**src/keyboard_host_port_pkg.sv**
```systemverilog
// constants and carriers for the keyboard host port
package keyboard_host_port_pkg;

	// host i/o map
	localparam logic [15:0] DATA_PORT_ADDR = 16'h0060;
	localparam logic [15:0] CTRL_PORT_ADDR = 16'h0064;

	// flag positions in the host flags byte, and the address bit that selects the command flag
	localparam int OUT_FULL_BIT = 0;
	localparam int IN_FULL_BIT  = 1;
	localparam int CMD_BIT      = 3;
	localparam int ADDR_CMD_BIT = 2;

	// values after reset
	localparam logic [7:0] FLAGS_RESET = 8'h00;
	localparam logic [7:0] PORT2_RESET = 8'h00;
	localparam logic [7:0] BYTE_RESET  = 8'h00;

	// port 2 bit positions
	localparam int KBD_RESET_PORT_BIT = 0;
	localparam int A20_PORT_BIT       = 1;
	localparam int AUX_DAT_PORT_BIT   = 2;
	localparam int AUX_CLK_PORT_BIT   = 3;
	localparam int KBD_IRQ_PORT_BIT   = 4;
	localparam int AUX_IRQ_PORT_BIT   = 5;
	localparam int KBD_CLK_PORT_BIT   = 6;
	localparam int KBD_DAT_PORT_BIT   = 7;

	// synchroniser depth
	localparam int SYNC_STAGES = 2;

	// serial pin order: kbd clk, kbd dat, aux clk, aux dat
	localparam int SER_PINS = 4;

	typedef struct packed {
		logic [3:0] user7to4;
		logic       cmdFlag;
		logic       user2;
		logic       inFullFlag;
		logic       outFullFlag;
	} host_flags_t;

	typedef struct packed {
		logic wrOutByte;
		logic rdInByte;
		logic wrFlags;
		logic wrPort2;
		logic enFlags;
		logic haltInstr;
		logic stopInstr;
	} ctrl_req_t;

	typedef enum logic [1:0] {
		CORE_RUN,
		CORE_HALTED,
		CORE_STOPPED
	} core_state_t;

endpackage

```
**src/keyboard_host_port.sv**
```systemverilog
// host mailbox, port pin mapping and power-down control
`timescale 1ns/1ps

// Operation
// - 0x60 write is data in, read is data out; 0x64 command in, flags out.
// - data write loads byte, clears command flag, sets input full.
// - command write loads byte, sets command flag, sets input full.
// - with flags enabled, host data read clears output full and kbd irq.
// - controller output write sets output full in flag bit 0.
// - flag bit 3 holds address line 2 captured at each host write.
// - flags enabled: kbd irq follows output full if port bit set, else low.
// - kbd irq output is low after reset.
// - flags not enabled: kbd irq follows its port bit.
// - flags enabled and port bit set: aux irq is inverted input full.
// - flags not enabled: aux irq follows its port bit.
// - a20 port bit routes to its gpio pin under pin config.
// - kbd reset port bit selectable onto gpio pin; may kick watchdog.
// - four serial pins are inverted port bits, read back for sampling.
// - serial pins are open drain, pulling low only.
// - halt stops alu clock until reset or host input write.
// - host write wake vectors to interrupt if enabled, else next instr.
// - reset wake restarts the core at program address zero.
// - stop disables oscillator until reset or host input write.
// - exactly two internal interrupts: input full and timer overflow.
// - flags clear to zero on reset; host read only, controller reads all, writes bits 7:4 and 2 only.
// - controller read of input byte clears input full and its interrupt.
module keyboard_host_port
	import keyboard_host_port_pkg::*;
(
	input  wire logic                core_clk,
	input  wire logic                rst,
	input  wire logic [15:0]         isaAddr,
	input  wire logic                isaAen,
	input  wire logic                isaRdN,
	input  wire logic                isaWrN,
	input  wire logic [7:0]          isaDataIn,
	output logic      [7:0]          isaDataOut,
	output logic                     isaDataOe,
	output logic                     kbdIrqOut,
	output logic                     auxIrqOut,
	input  wire ctrl_req_t           ctrlReq,
	input  wire logic [7:0]          ctrlOutByte,
	input  wire logic [7:0]          ctrlFlagsByte,
	input  wire logic [7:0]          ctrlPortByte,
	input  wire logic                ibfIrqEn,
	input  wire logic                timerOverflow,
	output logic      [7:0]          ctrlInByte,
	output host_flags_t              ctrlFlags,
	output logic      [7:0]          ctrlPort,
	output logic                     irqInFull,
	output logic                     irqTimer,
	output logic                     aluClkEn,
	output logic                     oscEn,
	output logic                     wakeVector,
	output logic                     wakeNext,
	output logic                     coreRestart,
	input  wire logic                a20Route,
	input  wire logic                kbdRstRoute,
	input  wire logic                a20UserOut,
	input  wire logic                kbdRstUserOut,
	input  wire logic                wdtKickEn,
	output logic                     gpioA20Pin,
	output logic                     gpioKbdResetPin,
	output logic                     wdtKick,
	input  wire logic [SER_PINS-1:0] serPinIn,
	output logic      [SER_PINS-1:0] serPinOut,
	output logic      [SER_PINS-1:0] serPinOe,
	output logic      [SER_PINS-1:0] serSample
);

	////////////////////////////////////////////////////////////////////////
	// host pin synchronisers

	logic [SYNC_STAGES-1:0] rdNSync_q;
	logic [SYNC_STAGES-1:0] wrNSync_q;
	logic [SYNC_STAGES-1:0] aenSync_q;
	logic [15:0]            addrMeta_q;
	logic [15:0]            addrSync_q;
	logic [7:0]             dataMeta_q;
	logic [7:0]             dataSync_q;

	always_ff @(posedge core_clk or posedge rst) begin
		if (rst) begin
			rdNSync_q  <= '1;
			wrNSync_q  <= '1;
			aenSync_q  <= '1;
			addrMeta_q <= 16'h0000;
			addrSync_q <= 16'h0000;
			dataMeta_q <= 8'h00;
			dataSync_q <= 8'h00;
		end else begin
			rdNSync_q  <= {rdNSync_q[0], isaRdN};
			wrNSync_q  <= {wrNSync_q[0], isaWrN};
			aenSync_q  <= {aenSync_q[0], isaAen};
			addrMeta_q <= isaAddr;
			addrSync_q <= addrMeta_q;
			dataMeta_q <= isaDataIn;
			dataSync_q <= dataMeta_q;
		end
	end

	logic rdLow;
	logic wrLow;
	logic hitData;
	logic hitCtrl;
	assign rdLow   = ~rdNSync_q[1];
	assign wrLow   = ~wrNSync_q[1];
	// aen high marks a dma cycle, never ours
	assign hitData = ~aenSync_q[1] & (addrSync_q == DATA_PORT_ADDR);
	assign hitCtrl = ~aenSync_q[1] & (addrSync_q == CTRL_PORT_ADDR);

	////////////////////////////////////////////////////////////////////////
	// strobe tracking: commit at the end of the strobe, when data is settled

	logic       wrActive_q;
	logic       wrHit_q;
	logic       wrCmd_q;
	logic [7:0] wrByte_q;
	logic       rdActive_q;
	logic       rdHitData_q;

	always_ff @(posedge core_clk or posedge rst) begin
		if (rst) begin
			wrActive_q <= 1'b0;
			wrHit_q    <= 1'b0;
			wrCmd_q    <= 1'b0;
			wrByte_q   <= BYTE_RESET;
		end else begin
			wrActive_q <= wrLow;
			if (wrLow) begin
				wrHit_q  <= hitData | hitCtrl;
				wrCmd_q  <= addrSync_q[ADDR_CMD_BIT];
				wrByte_q <= dataSync_q;
			end
		end
	end

	always_ff @(posedge core_clk or posedge rst) begin
		if (rst) begin
			rdActive_q  <= 1'b0;
			rdHitData_q <= 1'b0;
		end else begin
			rdActive_q <= rdLow;
			if (rdLow) begin
				rdHitData_q <= hitData;
			end
		end
	end

	logic hostWrDone;
	logic hostRdDataDone;
	assign hostWrDone     = wrActive_q & ~wrLow & wrHit_q;
	assign hostRdDataDone = rdActive_q & ~rdLow & rdHitData_q;

	////////////////////////////////////////////////////////////////////////
	// mailbox bytes and flags

	logic [7:0]  inByte_q;
	logic [7:0]  outByte_q;
	host_flags_t flags_q;
	logic        flagsEn_q;
	logic [7:0]  port2_q;

	always_ff @(posedge core_clk or posedge rst) begin
		if (rst) begin
			inByte_q <= BYTE_RESET;
		end else if (hostWrDone) begin
			inByte_q <= wrByte_q;
		end
	end

	always_ff @(posedge core_clk or posedge rst) begin
		if (rst) begin
			outByte_q <= BYTE_RESET;
		end else if (ctrlReq.wrOutByte) begin
			outByte_q <= ctrlOutByte;
		end
	end

	always_ff @(posedge core_clk or posedge rst) begin
		if (rst) begin
			flagsEn_q <= 1'b0;
		end else if (ctrlReq.enFlags) begin
			flagsEn_q <= 1'b1;
		end
	end

	always_ff @(posedge core_clk or posedge rst) begin
		if (rst) begin
			port2_q <= PORT2_RESET;
		end else if (ctrlReq.wrPort2) begin
			port2_q <= ctrlPortByte;
		end
	end

	// set beats clear on every flag; a status read has no effect
	always_ff @(posedge core_clk or posedge rst) begin
		if (rst) begin
			flags_q <= host_flags_t'(FLAGS_RESET);
		end else begin
			if (ctrlReq.wrFlags) begin
				flags_q.user7to4 <= ctrlFlagsByte[7:4];
				flags_q.user2    <= ctrlFlagsByte[2];
			end
			if (hostWrDone) begin
				flags_q.cmdFlag    <= wrCmd_q;
				flags_q.inFullFlag <= 1'b1;
			end else if (ctrlReq.rdInByte) begin
				flags_q.inFullFlag <= 1'b0;
			end
			if (ctrlReq.wrOutByte) begin
				flags_q.outFullFlag <= 1'b1;
			end else if (hostRdDataDone && flagsEn_q) begin
				flags_q.outFullFlag <= 1'b0;
			end
		end
	end

	////////////////////////////////////////////////////////////////////////
	// host read drive

	always_ff @(posedge core_clk or posedge rst) begin
		if (rst) begin
			isaDataOe  <= 1'b0;
			isaDataOut <= BYTE_RESET;
		end else begin
			isaDataOe <= rdLow & (hitData | hitCtrl);
			if (hitData) begin
				isaDataOut <= outByte_q;
			end else begin
				isaDataOut <= flags_q;
			end
		end
	end

	////////////////////////////////////////////////////////////////////////
	// host interrupt outputs

	always_ff @(posedge core_clk or posedge rst) begin
		if (rst) begin
			kbdIrqOut <= 1'b0;
			auxIrqOut <= 1'b0;
		end else if (flagsEn_q) begin
			kbdIrqOut <= port2_q[KBD_IRQ_PORT_BIT]
				& flags_q.outFullFlag;
			auxIrqOut <= port2_q[AUX_IRQ_PORT_BIT]
				& ~flags_q.inFullFlag;
		end else begin
			kbdIrqOut <= port2_q[KBD_IRQ_PORT_BIT];
			auxIrqOut <= port2_q[AUX_IRQ_PORT_BIT];
		end
	end

	////////////////////////////////////////////////////////////////////////
	// controller side views and internal interrupts

	always_ff @(posedge core_clk or posedge rst) begin
		if (rst) begin
			ctrlInByte <= BYTE_RESET;
			ctrlFlags  <= host_flags_t'(FLAGS_RESET);
			ctrlPort   <= PORT2_RESET;
			irqInFull  <= 1'b0;
			irqTimer   <= 1'b0;
		end else begin
			ctrlInByte <= inByte_q;
			ctrlFlags  <= flags_q;
			ctrlPort   <= port2_q;
			irqInFull  <= flags_q.inFullFlag & ibfIrqEn;
			irqTimer   <= timerOverflow;
		end
	end

	////////////////////////////////////////////////////////////////////////
	// gpio routing and watchdog kick

	logic kbdRstBitPrev_q;

	always_ff @(posedge core_clk or posedge rst) begin
		if (rst) begin
			gpioA20Pin      <= 1'b0;
			gpioKbdResetPin <= 1'b0;
			wdtKick         <= 1'b0;
			kbdRstBitPrev_q <= 1'b0;
		end else begin
			gpioA20Pin <= a20Route ? port2_q[A20_PORT_BIT]
				: a20UserOut;
			gpioKbdResetPin <= kbdRstRoute ? port2_q[KBD_RESET_PORT_BIT]
				: kbdRstUserOut;
			kbdRstBitPrev_q <= port2_q[KBD_RESET_PORT_BIT];
			// kick on a falling port bit only, so a held level kicks once
			wdtKick <= wdtKickEn & kbdRstBitPrev_q
				& ~port2_q[KBD_RESET_PORT_BIT];
		end
	end

	////////////////////////////////////////////////////////////////////////
	// open-drain serial pins

	localparam int SER_MAP [SER_PINS] = '{KBD_CLK_PORT_BIT,
		KBD_DAT_PORT_BIT, AUX_CLK_PORT_BIT, AUX_DAT_PORT_BIT};

	logic [SER_PINS-1:0] pinMeta_q;

	genvar gi;
	generate
		for (gi = 0; gi < SER_PINS; gi++) begin : g_ser
			always_ff @(posedge core_clk or posedge rst) begin
				if (rst) begin
					serPinOe[gi]  <= 1'b0;
					serPinOut[gi] <= 1'b0;
					pinMeta_q[gi] <= 1'b1;
					serSample[gi] <= 1'b1;
				end else begin
					// a one on the port bit pulls the pin low
					serPinOe[gi]  <= port2_q[SER_MAP[gi]];
					serPinOut[gi] <= 1'b0;
					pinMeta_q[gi] <= serPinIn[gi];
					serSample[gi] <= pinMeta_q[gi];
				end
			end
		end
	endgenerate

	////////////////////////////////////////////////////////////////////////
	// power-down control

	core_state_t coreState_q;

	always_ff @(posedge core_clk or posedge rst) begin
		if (rst) begin
			coreState_q <= CORE_RUN;
			wakeVector  <= 1'b0;
			wakeNext    <= 1'b0;
		end else begin
			wakeVector <= 1'b0;
			wakeNext   <= 1'b0;
			unique case (coreState_q)
				CORE_RUN: begin
					if (ctrlReq.stopInstr) begin
						coreState_q <= CORE_STOPPED;
					end else if (ctrlReq.haltInstr) begin
						coreState_q <= CORE_HALTED;
					end
				end
				CORE_HALTED, CORE_STOPPED: begin
					if (hostWrDone) begin
						coreState_q <= CORE_RUN;
						wakeVector  <= ibfIrqEn;
						wakeNext    <= ~ibfIrqEn;
					end
				end
			endcase
		end
	end

	// reset always restarts from address zero, whatever the state
	always_ff @(posedge core_clk or posedge rst) begin
		if (rst) begin
			coreRestart <= 1'b1;
			aluClkEn    <= 1'b0;
			oscEn       <= 1'b1;
		end else begin
			coreRestart <= 1'b0;
			aluClkEn    <= (coreState_q == CORE_RUN);
			oscEn       <= (coreState_q != CORE_STOPPED);
		end
	end

endmodule

```
**config.mk**
```make
export PLATFORM = sky130hd
export DESIGN_NAME = keyboard_host_port
export DESIGN_NICKNAME = d
export VERILOG_FILES = /design/src/keyboard_host_port_pkg.sv /design/src/keyboard_host_port.sv
export SDC_FILE = /design/constraint.sdc
export NUM_CORES = 1
export LEC_CHECK = 0
export ABC_AREA = 0
export BUFFER_PORTS_ARGS = -buffer_cell sky130_fd_sc_hd__buf_2
export CORE_MARGIN = 5
export CORE_UTILIZATION = 51
export CTS_CLUSTER_SIZE = 16
export DETAILED_ROUTE_END_ITERATION = 6
export GPL_TIMING_DRIVEN = 0
export PLACE_DENSITY_LB_ADDON = 0.1
export SYNTH_ARGS = -nofsm -noshare
export SYNTH_HDL_FRONTEND = slang
export SYNTH_SLANG_ARGS = --single-unit
```
**constraint.sdc**
```tcl
create_clock -name core_clk -period 5.1 [get_ports core_clk]
set_input_delay 0.255 -clock core_clk [delete_from_list [all_inputs] [get_ports core_clk]]
set_output_delay 0.255 -clock core_clk [all_outputs]
set_load 0.01 [all_outputs]
```
Word level (Yosys, flattened, before mapping)
Cells that the tools add are included.
- register bits: 160
- input bits: 71
- output and inout bits: 57
- logic and storage cells: 106
- equal/unequal tests: 7
- muxes and demuxes: 17
- bitwise logic cells: 19
- reduce and logical (&&, ||, !) cells: 6
- operator list (kind ; count):
    16-bit by 7-bit == test with 1-bit output, second input constant ; 2
    1-bit AND ; 12
    1-bit 2-to-1 mux ; 12
    8-bit 2-to-1 mux ; 1
    2-bit 2-to-1 mux ; 3
    1-bit NOT ; 6
    2-bit inequality test, second input constant ; 2
    2-bit case mux with 2 select lines ; 1
    2-bit nonzero test ; 2
    3-bit inequality test, second input constant ; 1
    2-bit by 1-bit == test with 1-bit output, second input constant ; 1
    2-bit == test, second input constant ; 1
    2-bit logical NOT ; 1
    2-bit AND reduction ; 1
    2-bit OR reduction ; 1
    1-bit logical AND ; 1
    1-bit OR ; 1

Depth between registers and ports, before layout
- depth after elaboration: 5
- mapped depth: 5
- mapped depth without buffers: 5

Worst setup path before layout
Ideal clock, no wire load.
- kind: register to register
- from: register addrSync_q[12]
- to: register isaDataOut[0]
- library setup time: 125 ps
- arrival time: 1368 ps
- data required time: 4975 ps
- slack: 3607 ps
- stages on the path, launching flop included: 5
- buffers on the path: 0
- clock period less this slack: 1493 ps
- cells stage by stage: dfrtp_1 > nor4_4 > nand4_4 > nor2_8 > mux2_4
- cells in the longest elaborated chain, start to end: 3
- RTL lines (element ; line ; source):
    start: declaration ; keyboard_host_port.sv:78 ; logic [15:0] addrSync_q;
    start signal: assignment ; keyboard_host_port.sv:96 ; addrSync_q <= addrMeta_q;
    16-bit by 7-bit == test with 1-bit output ; keyboard_host_port.sv:109 ; assign hitData = ~aenSync_q[1] & (addrSync_q == DATA_PORT_ADDR);
    1-bit AND ; keyboard_host_port.sv:109 ;
    8-bit 2-to-1 mux ; keyboard_host_port.sv:228 ; if (hitData) begin
    end signal: assignment ; keyboard_host_port.sv:229 ; isaDataOut <= outByte_q;
    end signal: assignment ; keyboard_host_port.sv:231 ; isaDataOut <= flags_q;
    end: declaration ; keyboard_host_port.sv:37 ; output logic [7:0] isaDataOut,
Every way passes these cells.
A chain may end at the register's enable or synchronous reset.

Worst setup path in the final report
- from: register addrSync_q[1]
- to: register isaDataOut[6]
Same word-level chain as after synthesis.

==> out/metrics.csv <==
stage,metric,value,unit
power,P_sw,639,uW
yosys,Mapped Cells,257,
yosys,xor/xnor share of the synthesized area,0,
placed_design,PortBufs,118,
drt,Antenna Nets Post-Route,0,
placed_design,Setup WS pre-CTS,3.43,ns
drt,Residual DRC,0,
floorplanning,die span in y,108,um
yosys,Syn Area/Cell,19.0,sq um
cts,# H-tree levels,4,
yosys,"FF+latch count, synth",155,
floorplanning,Row Count,35,
drt,drt first-iter violations,37,
yosys,synthesized area,4870,sq um
worst_setup_path,Reg2Reg Depth,4,
sta,fin crit share,0.321,
worst_setup_path,crit-path max cell delay,0.40,ns
global_routing,largest net degree at the start of global routing,110,
sta,RSZ-0062 raised after global routing,no,
placed_design,Final Wtd Congestion,0.696,
worst_setup_path,worst path required time,5.49,ns
power,clock share of power,0.418,
power,Leak,3.34,nW
global_routing,first-pass GRT wire length,14.4,mm
global_routing,"Remaining Overflow, GRT",0,
floorplanning,IO Count,128,
drt,Vias per Instance,4.41,
worst_setup_path,crit path launch type,flop,
floorplanning,chip width,108,um
worst_setup_path,crit path kind,reg2reg,
floorplanning,Core ar.,9280,sq um
power,combinational group share of total power,0.088,
yosys,post-synthesis simple-gate area fraction,0.0370,
cells_and_area,Area growth syn-to-layout,40.9,%
cts,Root Driver,clkbuf_8,
sta,Final setup viols,0,
sta,Final Hold Viols,0,
cts,"Reg clk slew, reported paths",0.07,ns
yosys,count of cell types in the netlist,31,
yosys,"FFs w/ async S/R, synth",1.00,
drt,Total Wirelength,8.46,mm
yosys,Post-synth EDFFs,0,
worst_setup_path,worst-path fanout max,8,
power,register share of total power,0.493,
sta,worst hold slack,0.0998,ns
cells_and_area,nets,535,
power,Worst VDD drop,0.000285,V
worst_setup_path,Worst Setup End Kind,flop,
drt,drt pass-1 iters,3,
sta,PnR worst setup slack,3.46,ns
yosys,combinational family with the most area after synthesis,multiplexers,
cts,CTS Buffer Depth,2,
floorplanning,initial core utilization,0.525,
drt,WL per Instance,14.0,um
global_routing,GRT Total Usage,0.161,
sta,Rel. slew slack,0.635,
power,PwrDens,400,nW/um^2
power,Final Power,2.75,mW
yosys,compound-gate portion of the synthesized area,0.0128,
job,max_cap viols,0,
floorplanning,die area,11600,sq um
power,Int Pwr,2.11,mW
worst_setup_path,Crit-path slowest cell,dfrtp_1,
power,Sw Ratio,0.233,
yosys,mux share of post-synthesis cell area,0.119,
global_routing,vias in the first global route,3022,
yosys,adder-cell share of the synthesized area,0.00513,
cts,clock sink count,155,
cells_and_area,"Design Area, Final",6870,sq um
cells_and_area,Filler cells,605,
cts,worst skew pair latency,0.51,ns
hold_path,hold path depth,2,
worst_setup_path,FF-to-FF setup slack,3.46,ns
yosys,Most used DFF post-synth,dfrtp_1,
placed_design,cell area after placement,5670,sq um
yosys,yosys warns,0,
sta,Highest Clock Rate,611,MHz
sta,Slew @ Worst Pin,0.548,ns
sta,worst clock skew,0.00802,ns
cells_and_area,Antenna diodes,0,
yosys,register area share after synthesis,0.800,
global_routing,initial antenna violation count,0,
sta,Final Slew Violations,0,
worst_setup_path,CP cell instances,"nor4_4, nand4_4, nor2_8, mux2_4",
sta,Final min period,1.64,ns
hold_path,Worst Hold Class,in2reg,
cells_and_area,layout cell share with drive strength beyond 1,0.491,
cts,CTS buffer count,17,
drt,routed via count,2665,
worst_setup_path,WP data arrival,2.03,ns
placed_design,hpwl dp,5.15,mm
cts,Post-CTS Setup Inserts,0,
cts,CTS tree,built,
run_status,outcome,"complete, no violations",
## stage by stage
| step | TNS, ns | std cells | utilization |
|---|---|---|---|
| 2_1_floorplan | 0 | 261 | - |
| 3_3_place_gp | -89.53 | 508 | 0.608 |
| 3_5_place_dp | 0 | 509 | 0.611 |
| 4_1_cts | 0 | 604 | 0.740 |
| 5_1_grt | 0 | 604 | 0.740 |
| 6_report | 0 | 604 | 0.740 |
## sequential cells by signal, summed over array words and instances, names as in the netlist, 2 cells and up
signal,count
addrMeta_q,16
addrSync_q,16
ctrlFlags,8
ctrlInByte,8
dataMeta_q,8
dataSync_q,8
flags_q,8
inByte_q,8
isaDataOut,8
outByte_q,8
port2_q,8
wrByte_q,8
ctrlPort,7
pinMeta_q,4
serSample,4
aenSync_q,2
coreState_q,2
rdNSync_q,2
wrNSync_q,2
## synth_stat cells, types with 2 or more instances
| cell | n | share of area |
|---|---|---|
| a21boi_0 | 2 | 0.0031 |
| buf_4 | 9 | 0.014 |
| clkbuf_1 | 2 | 0.0015 |
| dfrtp_1 | 139 | 0.71 |
| dfstp_2 | 16 | 0.086 |
| ha_1 | 2 | 0.0051 |
| inv_1 | 10 | 0.0077 |
| mux2_2 | 41 | 0.095 |
| mux2_4 | 8 | 0.025 |
| nand2_1 | 3 | 0.0023 |
| nor2_1 | 2 | 0.0015 |
| nor4_4 | 3 | 0.013 |
| o21ai_0 | 2 | 0.0021 |
## cell families after synthesis
family | after synthesis
muxes | 49
other | 1
DFF | 155
AOI/OAI and AO/OA | 9
and+or+nand+nor | 18
adders and majority gates | 2
buffers and inverters | 23
## power by group through the flow
stage	Sequential (mW)	Clock [mW]	Combinational, mW
after CTS	1.36	1.18	0.246
after global routing	1.36	1.24	0.273
after detailed placement	1.38	0	0.207
after global placement	1.37	0	0.196
after floorplan	1.38	0	0.111
final	1.35	1.15	0.243
## cells in the final DEF, fill, tap and decap left out, drive strengths merged, types with 3 or more instances in the layout
master	count
buf	130
clkbuf	22
clkinv	5
conb	5
dfrtp	139
dfstp	16
dlygate4sd3	63
inv	15
mux2	49
nand2	3
nor2	3
nor4	3
## layer usage
layer / vias up / share of wire / GRT usage
li1: 1255 / - / -
met1: 1316 / 0.40 / 0.196
met2: 82 / 0.52 / 0.268
met5: - / 0 / 0
met4: 0 / 0.013 / 0.0514
met3: 12 / 0.070 / 0.0606
## worst paths after layout
kind,from,endpoint
hold / removal,ctrlReq[4],flags_q[2]$_DFFE_PP0P_
max in group asynchronous,rst,oscEn$_DFF_PP1_
setup / recovery,addrSync_q[1]$_DFF_PP0_,isaDataOut[6]$_DFF_PP0_
min in group asynchronous,rst,port2_q[1]$_DFFE_PP0P_
setup reg to reg,addrSync_q[1]$_DFF_PP0_,isaDataOut[6]$_DFF_PP0_
hold reg to reg,addrMeta_q[10]$_DFF_PP0_,addrSync_q[10]$_DFF_PP0_
## critical path, delay by kind of cell, from the launching register on
family / cells / cell delay, ns
mux: 1 / 0.33
flops: 1 / 0.40
simple gates: 3 / 0.80
## cell type report
cell class / count / area, sq um / share of cell area
inverters: 10 / 42.5 / 0.00620
flip-flops and latches: 155 / 3900 / 0.568
repair buffers: 182 / 1250 / 0.182
clock inverters: 12 / 108 / 0.0157
clock buffers: 20 / 455 / 0.0663
multi-input cells: 83 / 868 / 0.126
plain buffers: 13 / 83.8 / 0.0122
well taps: 129 / 161 / 0.0235
## timing repair
item,4_1_cts,5_1_grt
hold buffers,63,0
gates resized for setup,0,0
hold endpoints to repair,103,0
Note: power is estimated with default switching activity, not from simulation.
